[src/stc_map.vh]
// Register map, field positions, reset values and timing constants of the
// sweep trigger controller. Definitions only; included by stc_top.v.
`ifndef STC_MAP_VH
`define STC_MAP_VH

`define STC_OFS_CTRL      8'h00
`define STC_OFS_CMD       8'h04
`define STC_OFS_PERIOD    8'h08
`define STC_OFS_OFFSET    8'h0C
`define STC_OFS_DELAY     8'h10
`define STC_OFS_HOLDOFF   8'h14
`define STC_OFS_AUTO      8'h18
`define STC_OFS_LEVEL     8'h1C
`define STC_OFS_STATUS    8'h20
`define STC_OFS_CLIP      8'h24
`define STC_OFS_GAINMAX   8'h28

// CTRL fields
`define STC_CTRL_SRC_LSB  0
`define STC_CTRL_SLOPE    3
`define STC_CTRL_CONT     4
`define STC_CTRL_HOFF_EN  5
`define STC_CTRL_MEAS_LSB 6
`define STC_CTRL_RESET    32'h0000_0020

// CMD bits (write-one pulses)
`define STC_CMD_SINGLE    0
`define STC_CMD_RUNHOLD   1
`define STC_CMD_RSTOFS    2

// Trigger sources
`define STC_SRC_FREE      3'h0
`define STC_SRC_EXT       3'h1
`define STC_SRC_PERIODIC  3'h2
`define STC_SRC_VIDEO     3'h3
`define STC_SRC_IFBURST   3'h4

// Measurement types
`define STC_MEAS_DENSITY  2'h0
`define STC_MEAS_SPGRAM   2'h1
`define STC_MEAS_RTSPEC   2'h2

// Times in their own units, and cycle counts at 40 MHz
`define STC_CLK_HZ        40000000
`define STC_PERIOD_MIN_NS 100
`define STC_PERIOD_MAX_MS 400
`define STC_OFFSET_MAX_MS 100
`define STC_DELAY_MAX_S   10
`define STC_HOLD_MAX_S    10
`define STC_AUTO_MIN_MS   1
`define STC_AUTO_MAX_S    100
`define STC_PERIOD_MIN_CYC ((`STC_PERIOD_MIN_NS * 40 + 999) / 1000)
`define STC_PERIOD_MAX_CYC (`STC_PERIOD_MAX_MS * 40000)
`define STC_OFFSET_MAX_CYC (`STC_OFFSET_MAX_MS * 40000)
`define STC_DELAY_MAX_CYC  (`STC_DELAY_MAX_S * `STC_CLK_HZ)
`define STC_HOLD_MAX_CYC   (`STC_HOLD_MAX_S * `STC_CLK_HZ)
`define STC_AUTO_MIN_CYC   (`STC_AUTO_MIN_MS * 40000)
`define STC_AUTO_MAX_CYC   (32'd100 * `STC_CLK_HZ)

// Trigger level in dBm, signed
`define STC_LEVEL_MIN     -210
`define STC_LEVEL_MAX     30
`define STC_LEVEL_RESET   16'hFFDD
`define STC_GAINMAX_RESET 16'h001E

`endif

[src/stc_top.v]
// Sweep trigger controller: picks the trigger source, qualifies edges,
// applies delay, hold-off and auto-trigger, and issues sweep starts.
// Assumes an AHB-Lite master on hclk, a sweep engine that answers each
// sweep_start with a sweep_done pulse, and level samples already in dBm.
`timescale 1ns/1ps
`include "stc_map.vh"

module stc_top (
	input  wire        hclk,
	input  wire        hresetn,
	input  wire        hsel,
	input  wire [31:0] haddr,
	input  wire [1:0]  htrans,
	input  wire        hwrite,
	input  wire [2:0]  hsize,
	input  wire [31:0] hwdata,
	input  wire        hready,
	output wire        hreadyout,
	output wire        hresp,
	output reg  [31:0] hrdata,
	input  wire        ext_trig_in,
	input  wire [15:0] video_sample,
	input  wire [15:0] if_burst_det,
	input  wire        sweep_done,
	output reg         sweep_start,
	output reg         sweep_active,
	output reg         trig_waiting
);

	localparam ST_IDLE  = 4'b0001;
	localparam ST_ARMED = 4'b0010;
	localparam ST_DELAY = 4'b0100;
	localparam ST_SWEEP = 4'b1000;

	reg [31:0] ctrl_q;
	reg [31:0] period_q;
	reg [31:0] offset_q;
	reg [31:0] delay_q;
	reg [31:0] holdoff_q;
	reg [31:0] auto_q;
	reg [15:0] level_q;
	reg [15:0] gainmax_q;
	reg        clip_err_q;
	reg [15:0] clip_amt_q;
	reg        run_q;
	reg        once_q;
	reg [3:0]  state_q;
	reg [31:0] dly_cnt_q;
	reg [31:0] hold_cnt_q;
	reg [31:0] auto_cnt_q;
	reg [31:0] per_cnt_q;
	reg        per_ev_q;
	reg [1:0]  ext_sync_q;
	reg        ap_wr_q;
	reg        ap_rd_q;
	reg [7:0]  ap_addr_q;

	wire [2:0] src   = ctrl_q[`STC_CTRL_SRC_LSB +: 3];
	wire       slope = ctrl_q[`STC_CTRL_SLOPE];
	wire       cont  = ctrl_q[`STC_CTRL_CONT];
	wire       hoff_en = ctrl_q[`STC_CTRL_HOFF_EN];
	wire [1:0] meas  = ctrl_q[`STC_CTRL_MEAS_LSB +: 2];

	// Bus address phase
	// Only whole-word transfers are decoded; narrower ones are dropped
	// rather than half-written into a 32-bit time register
	wire ap_valid = hsel & hready & htrans[1] & (hsize == 3'h2);
	assign hreadyout = 1'b1;
	assign hresp     = 1'b0;
	wire wr_en = ap_wr_q;
	wire cmd_wr = wr_en & (ap_addr_q == `STC_OFS_CMD);
	wire cmd_single  = cmd_wr & hwdata[`STC_CMD_SINGLE];
	wire cmd_runhold = cmd_wr & hwdata[`STC_CMD_RUNHOLD];
	wire cmd_rstofs  = cmd_wr & hwdata[`STC_CMD_RSTOFS];

	// Effective video level: clipped to what the gain setup reaches
	wire signed [15:0] lvl_s  = level_q;
	wire signed [15:0] gmax_s = gainmax_q;
	wire vid_clip = lvl_s > gmax_s;
	wire signed [15:0] vid_lvl = vid_clip ? gmax_s : lvl_s;
	// Clip distance in dB, meaningful while the level exceeds the limit
	wire        [15:0] clip_diff = lvl_s - gmax_s;

	// Level comparators; samples are same-domain data
	wire vid_above = $signed(video_sample) >= vid_lvl;
	wire ifb_above = $signed(if_burst_det) >= lvl_s;
	wire ext_lvl   = ext_sync_q[1];

	// One edge qualifier per level source: bit 0 pin, 1 video, 2 IF
	wire [2:0] lvl_now = {ifb_above, vid_above, ext_lvl};
	reg  [2:0] lvl_prev_q;
	wire [2:0] lvl_edge;
	genvar     gi;

	generate
		for (gi = 0; gi < 3; gi = gi + 1) begin : g_edge
			// Slope selects the qualifying direction; 0 = rising
			assign lvl_edge[gi] = slope ? (lvl_prev_q[gi] & ~lvl_now[gi])
				: (~lvl_prev_q[gi] & lvl_now[gi]);
			// Cleared at reset to the idle level, so no false edge follows
			always @(posedge hclk or negedge hresetn) begin
				if (!hresetn)
					lvl_prev_q[gi] <= 1'b0;
				else
					lvl_prev_q[gi] <= lvl_now[gi];
			end
		end
	endgenerate

	wire ext_edge = lvl_edge[0];
	wire vid_edge = lvl_edge[1];
	wire ifb_edge = lvl_edge[2];

	reg trig_ev;
	always @* begin
		case (src)
		`STC_SRC_FREE:     trig_ev = 1'b1;
		`STC_SRC_EXT:      trig_ev = ext_edge;
		`STC_SRC_PERIODIC: trig_ev = per_ev_q;
		`STC_SRC_VIDEO:    trig_ev = vid_edge;
		`STC_SRC_IFBURST:  trig_ev = ifb_edge;
		default:           trig_ev = 1'b0;
		endcase
	end

	// Programmed times saturate at their upper range limits
	wire [31:0] dly_lim  = (delay_q > `STC_DELAY_MAX_CYC) ?
		`STC_DELAY_MAX_CYC : delay_q;
	wire [31:0] hold_lim = (holdoff_q > `STC_HOLD_MAX_CYC) ?
		`STC_HOLD_MAX_CYC : holdoff_q;
	wire [31:0] auto_lim = (auto_q > `STC_AUTO_MAX_CYC) ?
		`STC_AUTO_MAX_CYC : auto_q;

	// Spectrogram runs untriggered, as does free run
	wire gated = (meas != `STC_MEAS_SPGRAM);
	// Hold-off guards only the pin and level sources
	wire uses_hold = gated & (src == `STC_SRC_EXT | src == `STC_SRC_VIDEO
		| src == `STC_SRC_IFBURST);
	wire hold_busy = uses_hold & hoff_en & (hold_cnt_q != 32'h0);
	wire accept = (state_q == ST_ARMED) & (~gated | (trig_ev & ~hold_busy));
	wire auto_fire = (state_q == ST_ARMED) & gated & (auto_q != 32'h0)
		& (auto_cnt_q >= auto_lim - 32'h1) & ~accept;
	wire go = accept | auto_fire;

	// Periodic grid: phase counter starts at zero; the event falls at the signed offset, modulo period
	wire [31:0] per_len = (period_q < `STC_PERIOD_MIN_CYC) ?
		`STC_PERIOD_MIN_CYC : (period_q > `STC_PERIOD_MAX_CYC) ?
		`STC_PERIOD_MAX_CYC : period_q;
	wire signed [31:0] ofs_s   = offset_q;
	wire signed [31:0] ofs_max = `STC_OFFSET_MAX_CYC;
	// Offset saturates at plus or minus its range, then folds into the grid
	wire [31:0] ofs_lim = (ofs_s > ofs_max) ? ofs_max
		: (ofs_s < -ofs_max) ? -ofs_max : offset_q;
	wire [31:0] per_phase = ofs_lim[31] ? (per_len + ofs_lim) : ofs_lim;

	always @(posedge hclk or negedge hresetn) begin
		if (!hresetn) begin
			ap_wr_q   <= 1'b0;
			ap_rd_q   <= 1'b0;
			ap_addr_q <= 8'h00;
		end else begin
			ap_wr_q   <= ap_valid & hwrite;
			ap_rd_q   <= ap_valid & ~hwrite;
			ap_addr_q <= haddr[7:0];
		end
	end

	// Register writes in data phase
	always @(posedge hclk or negedge hresetn) begin
		if (!hresetn) begin
			ctrl_q    <= `STC_CTRL_RESET;
			period_q  <= 32'h0000_0004;
			offset_q  <= 32'h0;
			delay_q   <= 32'h0;
			holdoff_q <= 32'h0;
			auto_q    <= 32'h0;
			level_q   <= `STC_LEVEL_RESET;
			gainmax_q <= `STC_GAINMAX_RESET;
		end else begin
			if (wr_en) begin
				case (ap_addr_q)
				`STC_OFS_CTRL:    ctrl_q    <= {24'h0, hwdata[7:0]};
				`STC_OFS_PERIOD:  period_q  <= hwdata;
				`STC_OFS_OFFSET:  offset_q  <= hwdata;
				`STC_OFS_DELAY:   delay_q   <= hwdata;
				`STC_OFS_HOLDOFF: holdoff_q <= hwdata;
				`STC_OFS_AUTO:    auto_q    <= hwdata;
				`STC_OFS_LEVEL:   level_q   <= hwdata[15:0];
				`STC_OFS_GAINMAX: gainmax_q <= hwdata[15:0];
				default: ;
				endcase
			end
			if (cmd_rstofs)
				offset_q <= 32'h0;
		end
	end

	// Clip error: sticky; a new clip wins over a software clear
	always @(posedge hclk or negedge hresetn) begin
		if (!hresetn) begin
			clip_err_q <= 1'b0;
			clip_amt_q <= 16'h0;
		end else begin
			clip_amt_q <= vid_clip ? clip_diff : 16'h0;
			if (vid_clip & (src == `STC_SRC_VIDEO))
				clip_err_q <= 1'b1;
			else if (wr_en & (ap_addr_q == `STC_OFS_CLIP) & hwdata[0])
				clip_err_q <= 1'b0;
		end
	end

	// Status word: run, hold-off busy, waiting, active, delay, armed
	wire [5:0] status_w = {run_q, hold_busy, trig_waiting, sweep_active,
		state_q[2], state_q[1]};

	// Read data is taken in the address phase so it stands all data phase
	always @(posedge hclk or negedge hresetn) begin
		if (!hresetn) begin
			hrdata <= 32'h0;
		end else if (ap_valid & ~hwrite) begin
			case (haddr[7:0])
			`STC_OFS_CTRL:    hrdata <= ctrl_q;
			`STC_OFS_PERIOD:  hrdata <= period_q;
			`STC_OFS_OFFSET:  hrdata <= offset_q;
			`STC_OFS_DELAY:   hrdata <= delay_q;
			`STC_OFS_HOLDOFF: hrdata <= holdoff_q;
			`STC_OFS_AUTO:    hrdata <= auto_q;
			`STC_OFS_LEVEL:   hrdata <= {{16{level_q[15]}}, level_q};
			`STC_OFS_GAINMAX: hrdata <= {{16{gainmax_q[15]}}, gainmax_q};
			`STC_OFS_STATUS:  hrdata <= {26'h0, status_w};
			`STC_OFS_CLIP:    hrdata <= {clip_amt_q, 15'h0, clip_err_q};
			default:          hrdata <= 32'h0;
			endcase
		end
	end

	// Input capture: the pin passes two flops before any logic
	always @(posedge hclk or negedge hresetn) begin
		if (!hresetn) begin
			ext_sync_q <= 2'b00;
		end else begin
			ext_sync_q <= {ext_sync_q[0], ext_trig_in};
		end
	end

	// Periodic generator; offset write or reset restarts the phase
	always @(posedge hclk or negedge hresetn) begin
		if (!hresetn) begin
			per_cnt_q <= 32'h0;
			per_ev_q  <= 1'b0;
		end else begin
			per_ev_q <= 1'b0;
			if (cmd_rstofs | (wr_en & (ap_addr_q == `STC_OFS_OFFSET
				| ap_addr_q == `STC_OFS_PERIOD))) begin
				per_cnt_q <= 32'h0;
			end else if (per_cnt_q >= per_len - 32'h1) begin
				per_cnt_q <= 32'h0;
			end else begin
				per_cnt_q <= per_cnt_q + 32'h1;
			end
			// One event per lap, where the counter meets the phase
			if (per_cnt_q == per_phase % per_len)
				per_ev_q <= 1'b1;
		end
	end

	// Run control: continuous toggles with run/hold; single does one sweep
	always @(posedge hclk or negedge hresetn) begin
		if (!hresetn) begin
			run_q  <= 1'b0;
			once_q <= 1'b0;
		end else begin
			// Single always wins, even over a run/hold in the same write
			if (cmd_single) begin
				run_q  <= 1'b1;
				once_q <= 1'b1;
			end else if (cmd_runhold) begin
				once_q <= ~cont;
				run_q  <= cont ? ~run_q : 1'b1;
			end else if (once_q & sweep_done & (state_q == ST_SWEEP)) begin
				run_q  <= 1'b0;
				once_q <= 1'b0;
			end
		end
	end

	// Sequencer
	always @(posedge hclk or negedge hresetn) begin
		if (!hresetn) begin
			state_q      <= ST_IDLE;
			dly_cnt_q    <= 32'h0;
			auto_cnt_q   <= 32'h0;
			sweep_start  <= 1'b0;
			sweep_active <= 1'b0;
			trig_waiting <= 1'b0;
		end else begin
			sweep_start <= 1'b0;
			case (state_q)
			ST_IDLE: begin
				if (run_q & ~(once_q & ~cmd_single & sweep_active)) begin
					state_q    <= ST_ARMED;
					auto_cnt_q <= 32'h0;
				end
			end
			ST_ARMED: begin
				trig_waiting <= ~go & gated & (src != `STC_SRC_FREE);
				// Timer restarts on each entry, so a long sweep never eats it
				auto_cnt_q <= auto_cnt_q + 32'h1;
				if (~run_q) begin
					state_q      <= ST_IDLE;
					trig_waiting <= 1'b0;
				end else if (go) begin
					state_q   <= ST_DELAY;
					dly_cnt_q <= 32'h0;
				end
			end
			ST_DELAY: begin
				// Triggers in this state never reach accept
				if (~gated | dly_cnt_q >= dly_lim) begin
					state_q      <= ST_SWEEP;
					sweep_start  <= 1'b1;
					sweep_active <= 1'b1;
				end else begin
					dly_cnt_q <= dly_cnt_q + 32'h1;
				end
			end
			ST_SWEEP: begin
				if (sweep_done) begin
					sweep_active <= 1'b0;
					state_q      <= (cont & ~once_q) ? ST_ARMED : ST_IDLE;
					auto_cnt_q   <= 32'h0;
				end
			end
			default: state_q <= ST_IDLE;
			endcase
		end
	end

	// Hold-off runs from the accepted event, independent of the sweep
	always @(posedge hclk or negedge hresetn) begin
		if (!hresetn) begin
			hold_cnt_q <= 32'h0;
		end else if (accept & uses_hold & hoff_en) begin
			// Each accepted event restarts the window from itself
			hold_cnt_q <= hold_lim;
		end else if (hold_cnt_q != 32'h0) begin
			hold_cnt_q <= hold_cnt_q - 32'h1;
		end
	end

endmodule

[config.mk]
export PLATFORM = sky130hd
export DESIGN_NAME = stc_top
export DESIGN_NICKNAME = d
export VERILOG_FILES = /design/src/stc_top.v
export VERILOG_INCLUDE_DIRS = /design/src
export SDC_FILE = /design/constraint.sdc
export NUM_CORES = 2
export LEC_CHECK = 0
export BUFFER_PORTS_ARGS = -buffer_cell sky130_fd_sc_hd__buf_2
export CAP_MARGIN = 30
export CORE_ASPECT_RATIO = 1.25
export CORE_MARGIN = 4
export CORE_UTILIZATION = 62
export DETAILED_ROUTE_END_ITERATION = 10
export GPL_TIMING_DRIVEN = 0
export PLACE_DENSITY = 0.86
export SYNTH_ARGS = -nofsm -noshare
export SYNTH_HDL_FRONTEND = slang
export SYNTH_SLANG_ARGS = --single-unit
[constraint.sdc]
create_clock -name hclk -period 114.1 [get_ports hclk]
set_clock_uncertainty 0.1 [all_clocks]
set_input_delay 17.115 -clock hclk [delete_from_list [all_inputs] [get_ports hclk]]
set_output_delay 17.115 -clock hclk [all_outputs]
set_load 0.03 [all_outputs]
# --- Word level (Yosys, flattened, before mapping) ---
# Index checks and enable logic that the tools add are counted.
# Widths: inputs -> output; s select.
totals:
  elab_cells: 224
  reg_bits: 401
  input_bits: 108
  out_inout_bits: 37
op_classes:
  n_bitwise: 61
  reduce_logical: 26
  n_eq_ne: 36
  mux: 51
  n_addsub: 8
  n_lt_le_gt_ge: 13
  n_div: 1
op_table:
  columns: ["operator", "n"]
  rows:
  - ["$mux 32", 20]
  - ["$pmux 32 s10", 1]
  - ["$add 32x1->32 const B", 3]
  - ["$ge 32x32->1", 3]
  - ["$pmux 32 s3", 1]
  - ["$sub 32x1->32 const B", 3]
  - ["$eq 8x5->1 const B", 8]
  - ["$gt 32x29->1 const B", 2]
  - ["$pmux 32 s2", 1]
  - ["$reduce_bool 32->1", 2]
  - ["$eq 8x6->1 const B", 5]
  - ["$and 1x1->1", 38]
  - ["$add 32x32->32", 1]
  - ["$eq 32x32->1", 1]
  - ["$eq 8x4->1 const B", 4]
  - ["$ge 16x16->1", 2]
  - ["$gt 32x23->1 const B", 1]
  - ["$gt 32x24->1 const B", 1]
  - ["$gt 32x32->1 const B", 1]
  - ["$lt 32x23->1 const B", 1]
  - ["$lt 32x3->1 const B", 1]
  - ["$mod 32x32->32", 1]
  - ["$mux 16", 2]
  - ["$mux 4", 5]
  - ["27 further kinds", 88]

# --- Depth between registers and ports, before layout ---
depth:
  word_depth: 17
  ltp_mapped: 346
  ltp_nobuf: 313

# --- Worst setup path after synthesis ---
# Ideal clock, no wire load.
synth_timing:
  kind: "register to register"
  from: "register period_q[16]"
  to: "register per_ev_q"
  setup_slack_ns: 40.518
  setup_ns: 0.096
  path_stages_with_launch: 313
  period_less_slack_ns: 73.582
  t_arrival_ns: 73.387
  t_required_ns: 113.904
  n_path_buf: 59
  path_cell_list: "dfrtp_1 -> or2_1 -> buf_2 -> o31a_1 -> a2111oi_1 -> or2_1 -> buf_4 -> clkbuf_1 -> nand3_1 -> inv_1 -> ha_1 -> fa_1 -> a21o_1 -> a311o_1 -> a22o_1 -> o2111ai_1 -> and4_1 -> o21a_1 -> (+277 left out) -> nand2_1 -> nand2_1 -> ha_1 -> and3_1 -> a221oi_1 -> a211oi_1 -> a22oi_1 -> nand3_1 -> a211oi_1 -> o311ai_0 -> a311o_1 -> a211oi_1 -> o2111ai_1 -> nor4_1 -> o221a_2 -> nand3_1 -> or4_1 -> nor4_2"
synth_via:
  elab_chain_cells: 8
  elab_cells_between_ends: 9
  classes_between: "1 x add/sub; 1 x div; 2 x order compare; 1 x eq/ne; 4 x mux"
synth_rtl:
  columns: ["element", "line_no", "source"]
  rows:
  - ["from (decl)", "stc_top.v:36", "reg [31:0] period_q;"]
  - ["from (signal assigned)", "stc_top.v:183", "`STC_OFS_PERIOD: period_q <= hwdata;"]
  - ["$gt 32x24->1 (no line)", null, null]
  - ["$mux 32", "stc_top.v:147", "`STC_PERIOD_MIN_CYC : (period_q > `STC_PERIOD_MAX_CYC) ?"]
  - ["$mux 32 *", "stc_top.v:146", "wire [31:0] per_len = (period_q < `STC_PERIOD_MIN_CYC) ?"]
  - ["$add 32x32->32", "stc_top.v:154", "wire [31:0] per_phase = ofs_lim[31] ? (per_len + ofs_lim) : ofs_lim;"]
  - ["$mux 32", "stc_top.v:154", null]
  - ["$mod 32x32->32 *", "stc_top.v:262", "if (per_cnt_q == per_phase % per_len)"]
  - ["$eq 32x32->1 *", "stc_top.v:262", null]
  - ["$mux 1 *", "stc_top.v:262", null]
  - ["to (signal assigned)", "stc_top.v:250", "per_ev_q <= 1'b0;"]
  - ["to (signal assigned)", "stc_top.v:252", "per_ev_q <= 1'b0;"]
  - ["to (signal assigned)", "stc_top.v:263", "per_ev_q <= 1'b1;"]
  - ["to (decl)", "stc_top.v:52", "reg per_ev_q;"]
# Every way passes the cells marked *; elsewhere a longest branch is shown, timed or not.
# A chain may end at the register's enable or synchronous reset.

# --- Worst setup path in the final report ---
layout_timing:
  from: "register offset_q[20]"
  to: "register per_ev_q"
layout_via:
  elab_chain_cells: 8
  elab_cells_between_ends: 9
  classes_between: "1 x add/sub; 1 x div; 2 x order compare; 1 x eq/ne; 4 x mux"
layout_rtl:
  columns: ["element", "line_no", "source"]
  rows:
  - ["from (decl)", "stc_top.v:37", "reg [31:0] offset_q;"]
  - ["from (signal assigned)", "stc_top.v:184", "`STC_OFS_OFFSET: offset_q <= hwdata;"]
  - ["$lt 32x23->1", "stc_top.v:153", ": (ofs_s < -ofs_max) ? -ofs_max : offset_q;"]
  - ["$mux 32", "stc_top.v:153", null]
  - ["$mux 32 *", "stc_top.v:152", "wire [31:0] ofs_lim = (ofs_s > ofs_max) ? ofs_max"]
  - ["$add 32x32->32", "stc_top.v:154", null]
  - ["$mux 32 *", "stc_top.v:154", null]
  - ["$mod 32x32->32 *", "stc_top.v:262", null]
  - ["$eq 32x32->1 *", "stc_top.v:262", null]
  - ["$mux 1 *", "stc_top.v:262", null]
# Marked as above.

==> Implementation_results.wiki <==
{| class="wikitable"
! Metric !! Value
|-
| Status || finished, final reports clean
|-
| Top-Level Pins || 145
|-
| Number of vias per cell after detailed routing || roughly 7
|-
| DRC violations left || 0
|-
| Class of the worst hold path || reg2reg
|-
| Drt total wl || 255 mm
|-
| Number of global-route vias before repair || 63000
|-
| Number of placement rows || approximately 130
|-
| Synthesis-stage register bit count || 401
|-
| Max_slew headroom || 18.8%
|-
| All-Layer GR Usage || 48.2%
|-
| Sequential-to-total area share from yosys stat || ~17%
|-
| Clock Root Buffer || clkbuf_16
|-
| Global-route congestion overflow total || 0
|-
| CTS sink count || 401
|-
| Via total after detailed routing || 66100
|-
| Maximum achievable frequency || roughly 9.3 MHz
|-
| CTS max path bufs || 3
|-
| Starting Density || 62.9%
|-
| Syn avg cell area || 7.63 um^2
|-
| Worst-skew pair later-pin latency || around 560 ps
|-
| Storage cell area || just over 0.01 mm^2
|-
| Final worst path period share || 94.4%
|-
| Area of the placeable core || a little over 0.09 mm^2
|-
| Setup TNS Final || 0 ps
|-
| Worst Hold Endpoint || ext_sync_q[1]
|-
| Cell occurring most often along the worst timing path || clkbuf_1
|-
| Antenna violations before repair || 8
|-
| Layout Cell Area excl Fill || 0.0630 mm^2
|-
| Arrival time worst endpoint || 107960 ps
|-
| Worst Hold Path Cells || 0
|-
| Number of max-cap violations || 0
|-
| Post-detailed-placement half-perimeter wirelength || 200 mm
|-
| Post-synth EDFFs || 0
|-
| Residual antenna-violating net count after detailed routing || 0
|-
| Destination of the worst register-to-register timing path || per_ev_q
|-
| Postcts setup bufs || 0
|-
| Critical path peak fanout || 10
|-
| Category of the worst setup path capture point || flop
|-
| Power per unit of standard cell area || around 35 mW/mm^2
|-
| First drt pass iteration count || 9
|-
| Most common cell after layout, fill and taps aside || nor2_1
|-
| Top library cells by usage in the layout, fill and taps aside || nor2_1, nand2_1, ha_1, a21oi_1, o21ai_0
|-
| FF-to-FF setup slack || between 6000 and 7000 ps
|-
| Global placement routability congestion || 1.10
|-
| Avg WL per Cell || between 20 and 30 um
|-
| Number of distinct standard cells referenced by the synthesized netlist || 114
|-
| Count of synthesis-stage warnings from yosys || 0
|-
| Post-Syn Instances || a little under 8000
|-
| Multi-input combinational cell area || 0.0467 mm^2
|-
| Layout overhead on the synthesized area || 7.28%
|-
| Clock tree from TritonCTS || yes
|-
| I/O Buffers || 116
|-
| Post-placement cell area || 0.0617 mm^2
|-
| Endpoints failing setup || 0
|-
| Slew of the pin with the lowest slew margin || 1220 ps
|-
| Max incr delay on CP || 980 ps
|-
| Fraction of layout instances using a drive strength above 1 || 8.26%
|-
| Final Hold Fails || 0
|-
| Number of buffers created by CTS || 36
|-
| Proportion of synthesized flip-flops having asynchronous set or reset || 100%
|-
| Top FF cell, synth || dfrtp_1
|-
| Clock slew at the register clock pins of the worst setup and hold paths || 70 ps
|-
| Max-slew violation count || 0
|-
| Leakage || approximately 30 nW
|-
| Final Critical Period || 107660 ps
|-
| Hold-fix buffer count after cts || 0
|-
| Required time of the critical path || ~110000 ps
|-
| Area of the die || 0.0997 mm^2
|-
| Pin count of the biggest net entering global routing || 98
|-
| Net total in the final layout || 8761
|-
| Hold Crit Start || ext_sync_q[0]
|-
| Wire length of the first global-routing pass || about 380 mm
|-
| Fillers || ~8100
|-
| RSZ-0062 raised after global routing || false
|-
| Iter 0 DRT Violations || 8466
|-
| Post-layout utilization of the core || 67.4%
|-
| Critical-path cell with the highest stage delay || o41ai_1
|-
| H-Tree Depth || 2
|-
| Max IR drop VDD || between 0.05 and 0.06 mV
|-
| Synthesized cell area || just under 0.06 mm^2
|-
| Die Ht || 352 um
|-
| Element type at the critical path start || flop
|-
| Cts repair resizes || 0
|-
| Count of cells along the worst register-to-register path || 316
|-
| Beginning of the worst register-to-register path || offset_q[20]
|-
| Die width || around 280 um
|-
| Crit Path Category || reg2reg
|}
## sequential cells by signal, summed over array words and instances (netlist names), 2 cells and up
signal	cells
dly_cnt_q	32
offset_q	32
hold_cnt_q	32
clip_amt_q	16
gainmax_q	16
ext_sync_q	2
auto_cnt_q	32
per_cnt_q	32
level_q	16
auto_q	32
ctrl_q	8
hrdata	32
delay_q	32
period_q	32
lvl_prev_q	3
state_q	4
holdoff_q	32
ap_addr_q	8
## critical path, delay by kind of cell (launching register included)
| kind | cells | cell delay (ps) |
|---|---|---|
| DFF | 1 | 580 |
| buffers and inverters | 67 | 29670 |
| and+or+nand+nor | 74 | 17870 |
| muxes | 8 | 3130 |
| AOI/OAI and AO/OA | 136 | 45320 |
| adders and majority gates | 31 | 10490 |
## report_power, final
group | total (mW) | leakage (nW) | switching (mW) | internal, mW
Sequential | 0.160 | 5.14 | 0.0114 | 0.148
Clock | 0.131 | 0.599 | 0.0582 | 0.0726
Combinational | 1.93 | 23.7 | 1.19 | 0.738
## metal layers
metal	wire, um	global-route usage, %	part of all wire [%]
met1	86900	54.8	34
met2	108000	75.6	42
met5	101	0.721	0.040
met3	29400	10.6	12
met4	30100	44.0	12
## worst max-delay path by stage
stage / start / end / slack [ps] / depth (start not counted)
2_1_floorplan: period_q[16] / per_ev_q / 40520 / 312
3_3_place_gp: period_q[26] / per_ev_q / 10480 / 310
3_5_place_dp: offset_q[20] / per_ev_q / 11740 / 312
4_1_cts: offset_q[20] / per_ev_q / 11270 / 312
5_1_grt: period_q[26] / per_ev_q / 4020 / 312
6_report: offset_q[20] / per_ev_q / 6440 / 316
## layout make-up
| cell class | count | area share [%] |
|---|---|---|
| Inverter | 261 | 1.56 |
| Antenna cell | 2 | 0.00795 |
| Tap cell | 1206 | 2.40 |
| Multi-Input combinational cell | 6779 | 74.2 |
| Clock inverter | 16 | 0.306 |
| Timing Repair Buffer | 154 | 1.95 |
| Clock buffer | 50 | 1.68 |
| Buffer | 308 | 1.94 |
| Sequential cell | 401 | 16.0 |
## through the flow
stage	setup slack, ps	hold WS (ps)	cells	power [mW]
2_1_floorplan	40520	231	7749	1.55
5_1_grt	4020	297	9177	2.37
6_report	6440	265	9177	2.22
3_3_place_gp	10480	246	9071	2.01
4_1_cts	11270	275	9169	2.16
3_5_place_dp	11740	251	9103	2.02
## Yosys cell counts, types with 190 or more instances
master / count / area (um^2)
xnor2_1: 328 / 2870
nand3_1: 235 / 1180
nor3_1: 212 / 1060
xor2_1: 257 / 2250
inv_1: 261 / 980
nand2_1: 768 / 2880
nor2_1: 797 / 2990
a21oi_1: 560 / 2800
clkbuf_1: 227 / 852
o21ai_0: 413 / 2070
mux2_2: 207 / 2330
dfrtp_1: 380 / 9510
a21o_1: 190 / 1430
ha_1: 709 / 8870
## cells by family (layout without fill, tap and decap cells)
group | Yosys count | in the layout | share of synthesized area, %
simple gates | 2805 | 2805 | 22.9
compound gates | 2356 | 2356 | 27.2
fa+ha+maj | 712 | 712 | 15.2
xor+xnor | 586 | 586 | 8.77
buf+inv | 569 | 789 | 3.75
flops | 401 | 401 | 17.1
mux | 264 | 264 | 4.97
other cells | 2 | 58 | 0.0128
(Power assumes the default switching activity.)
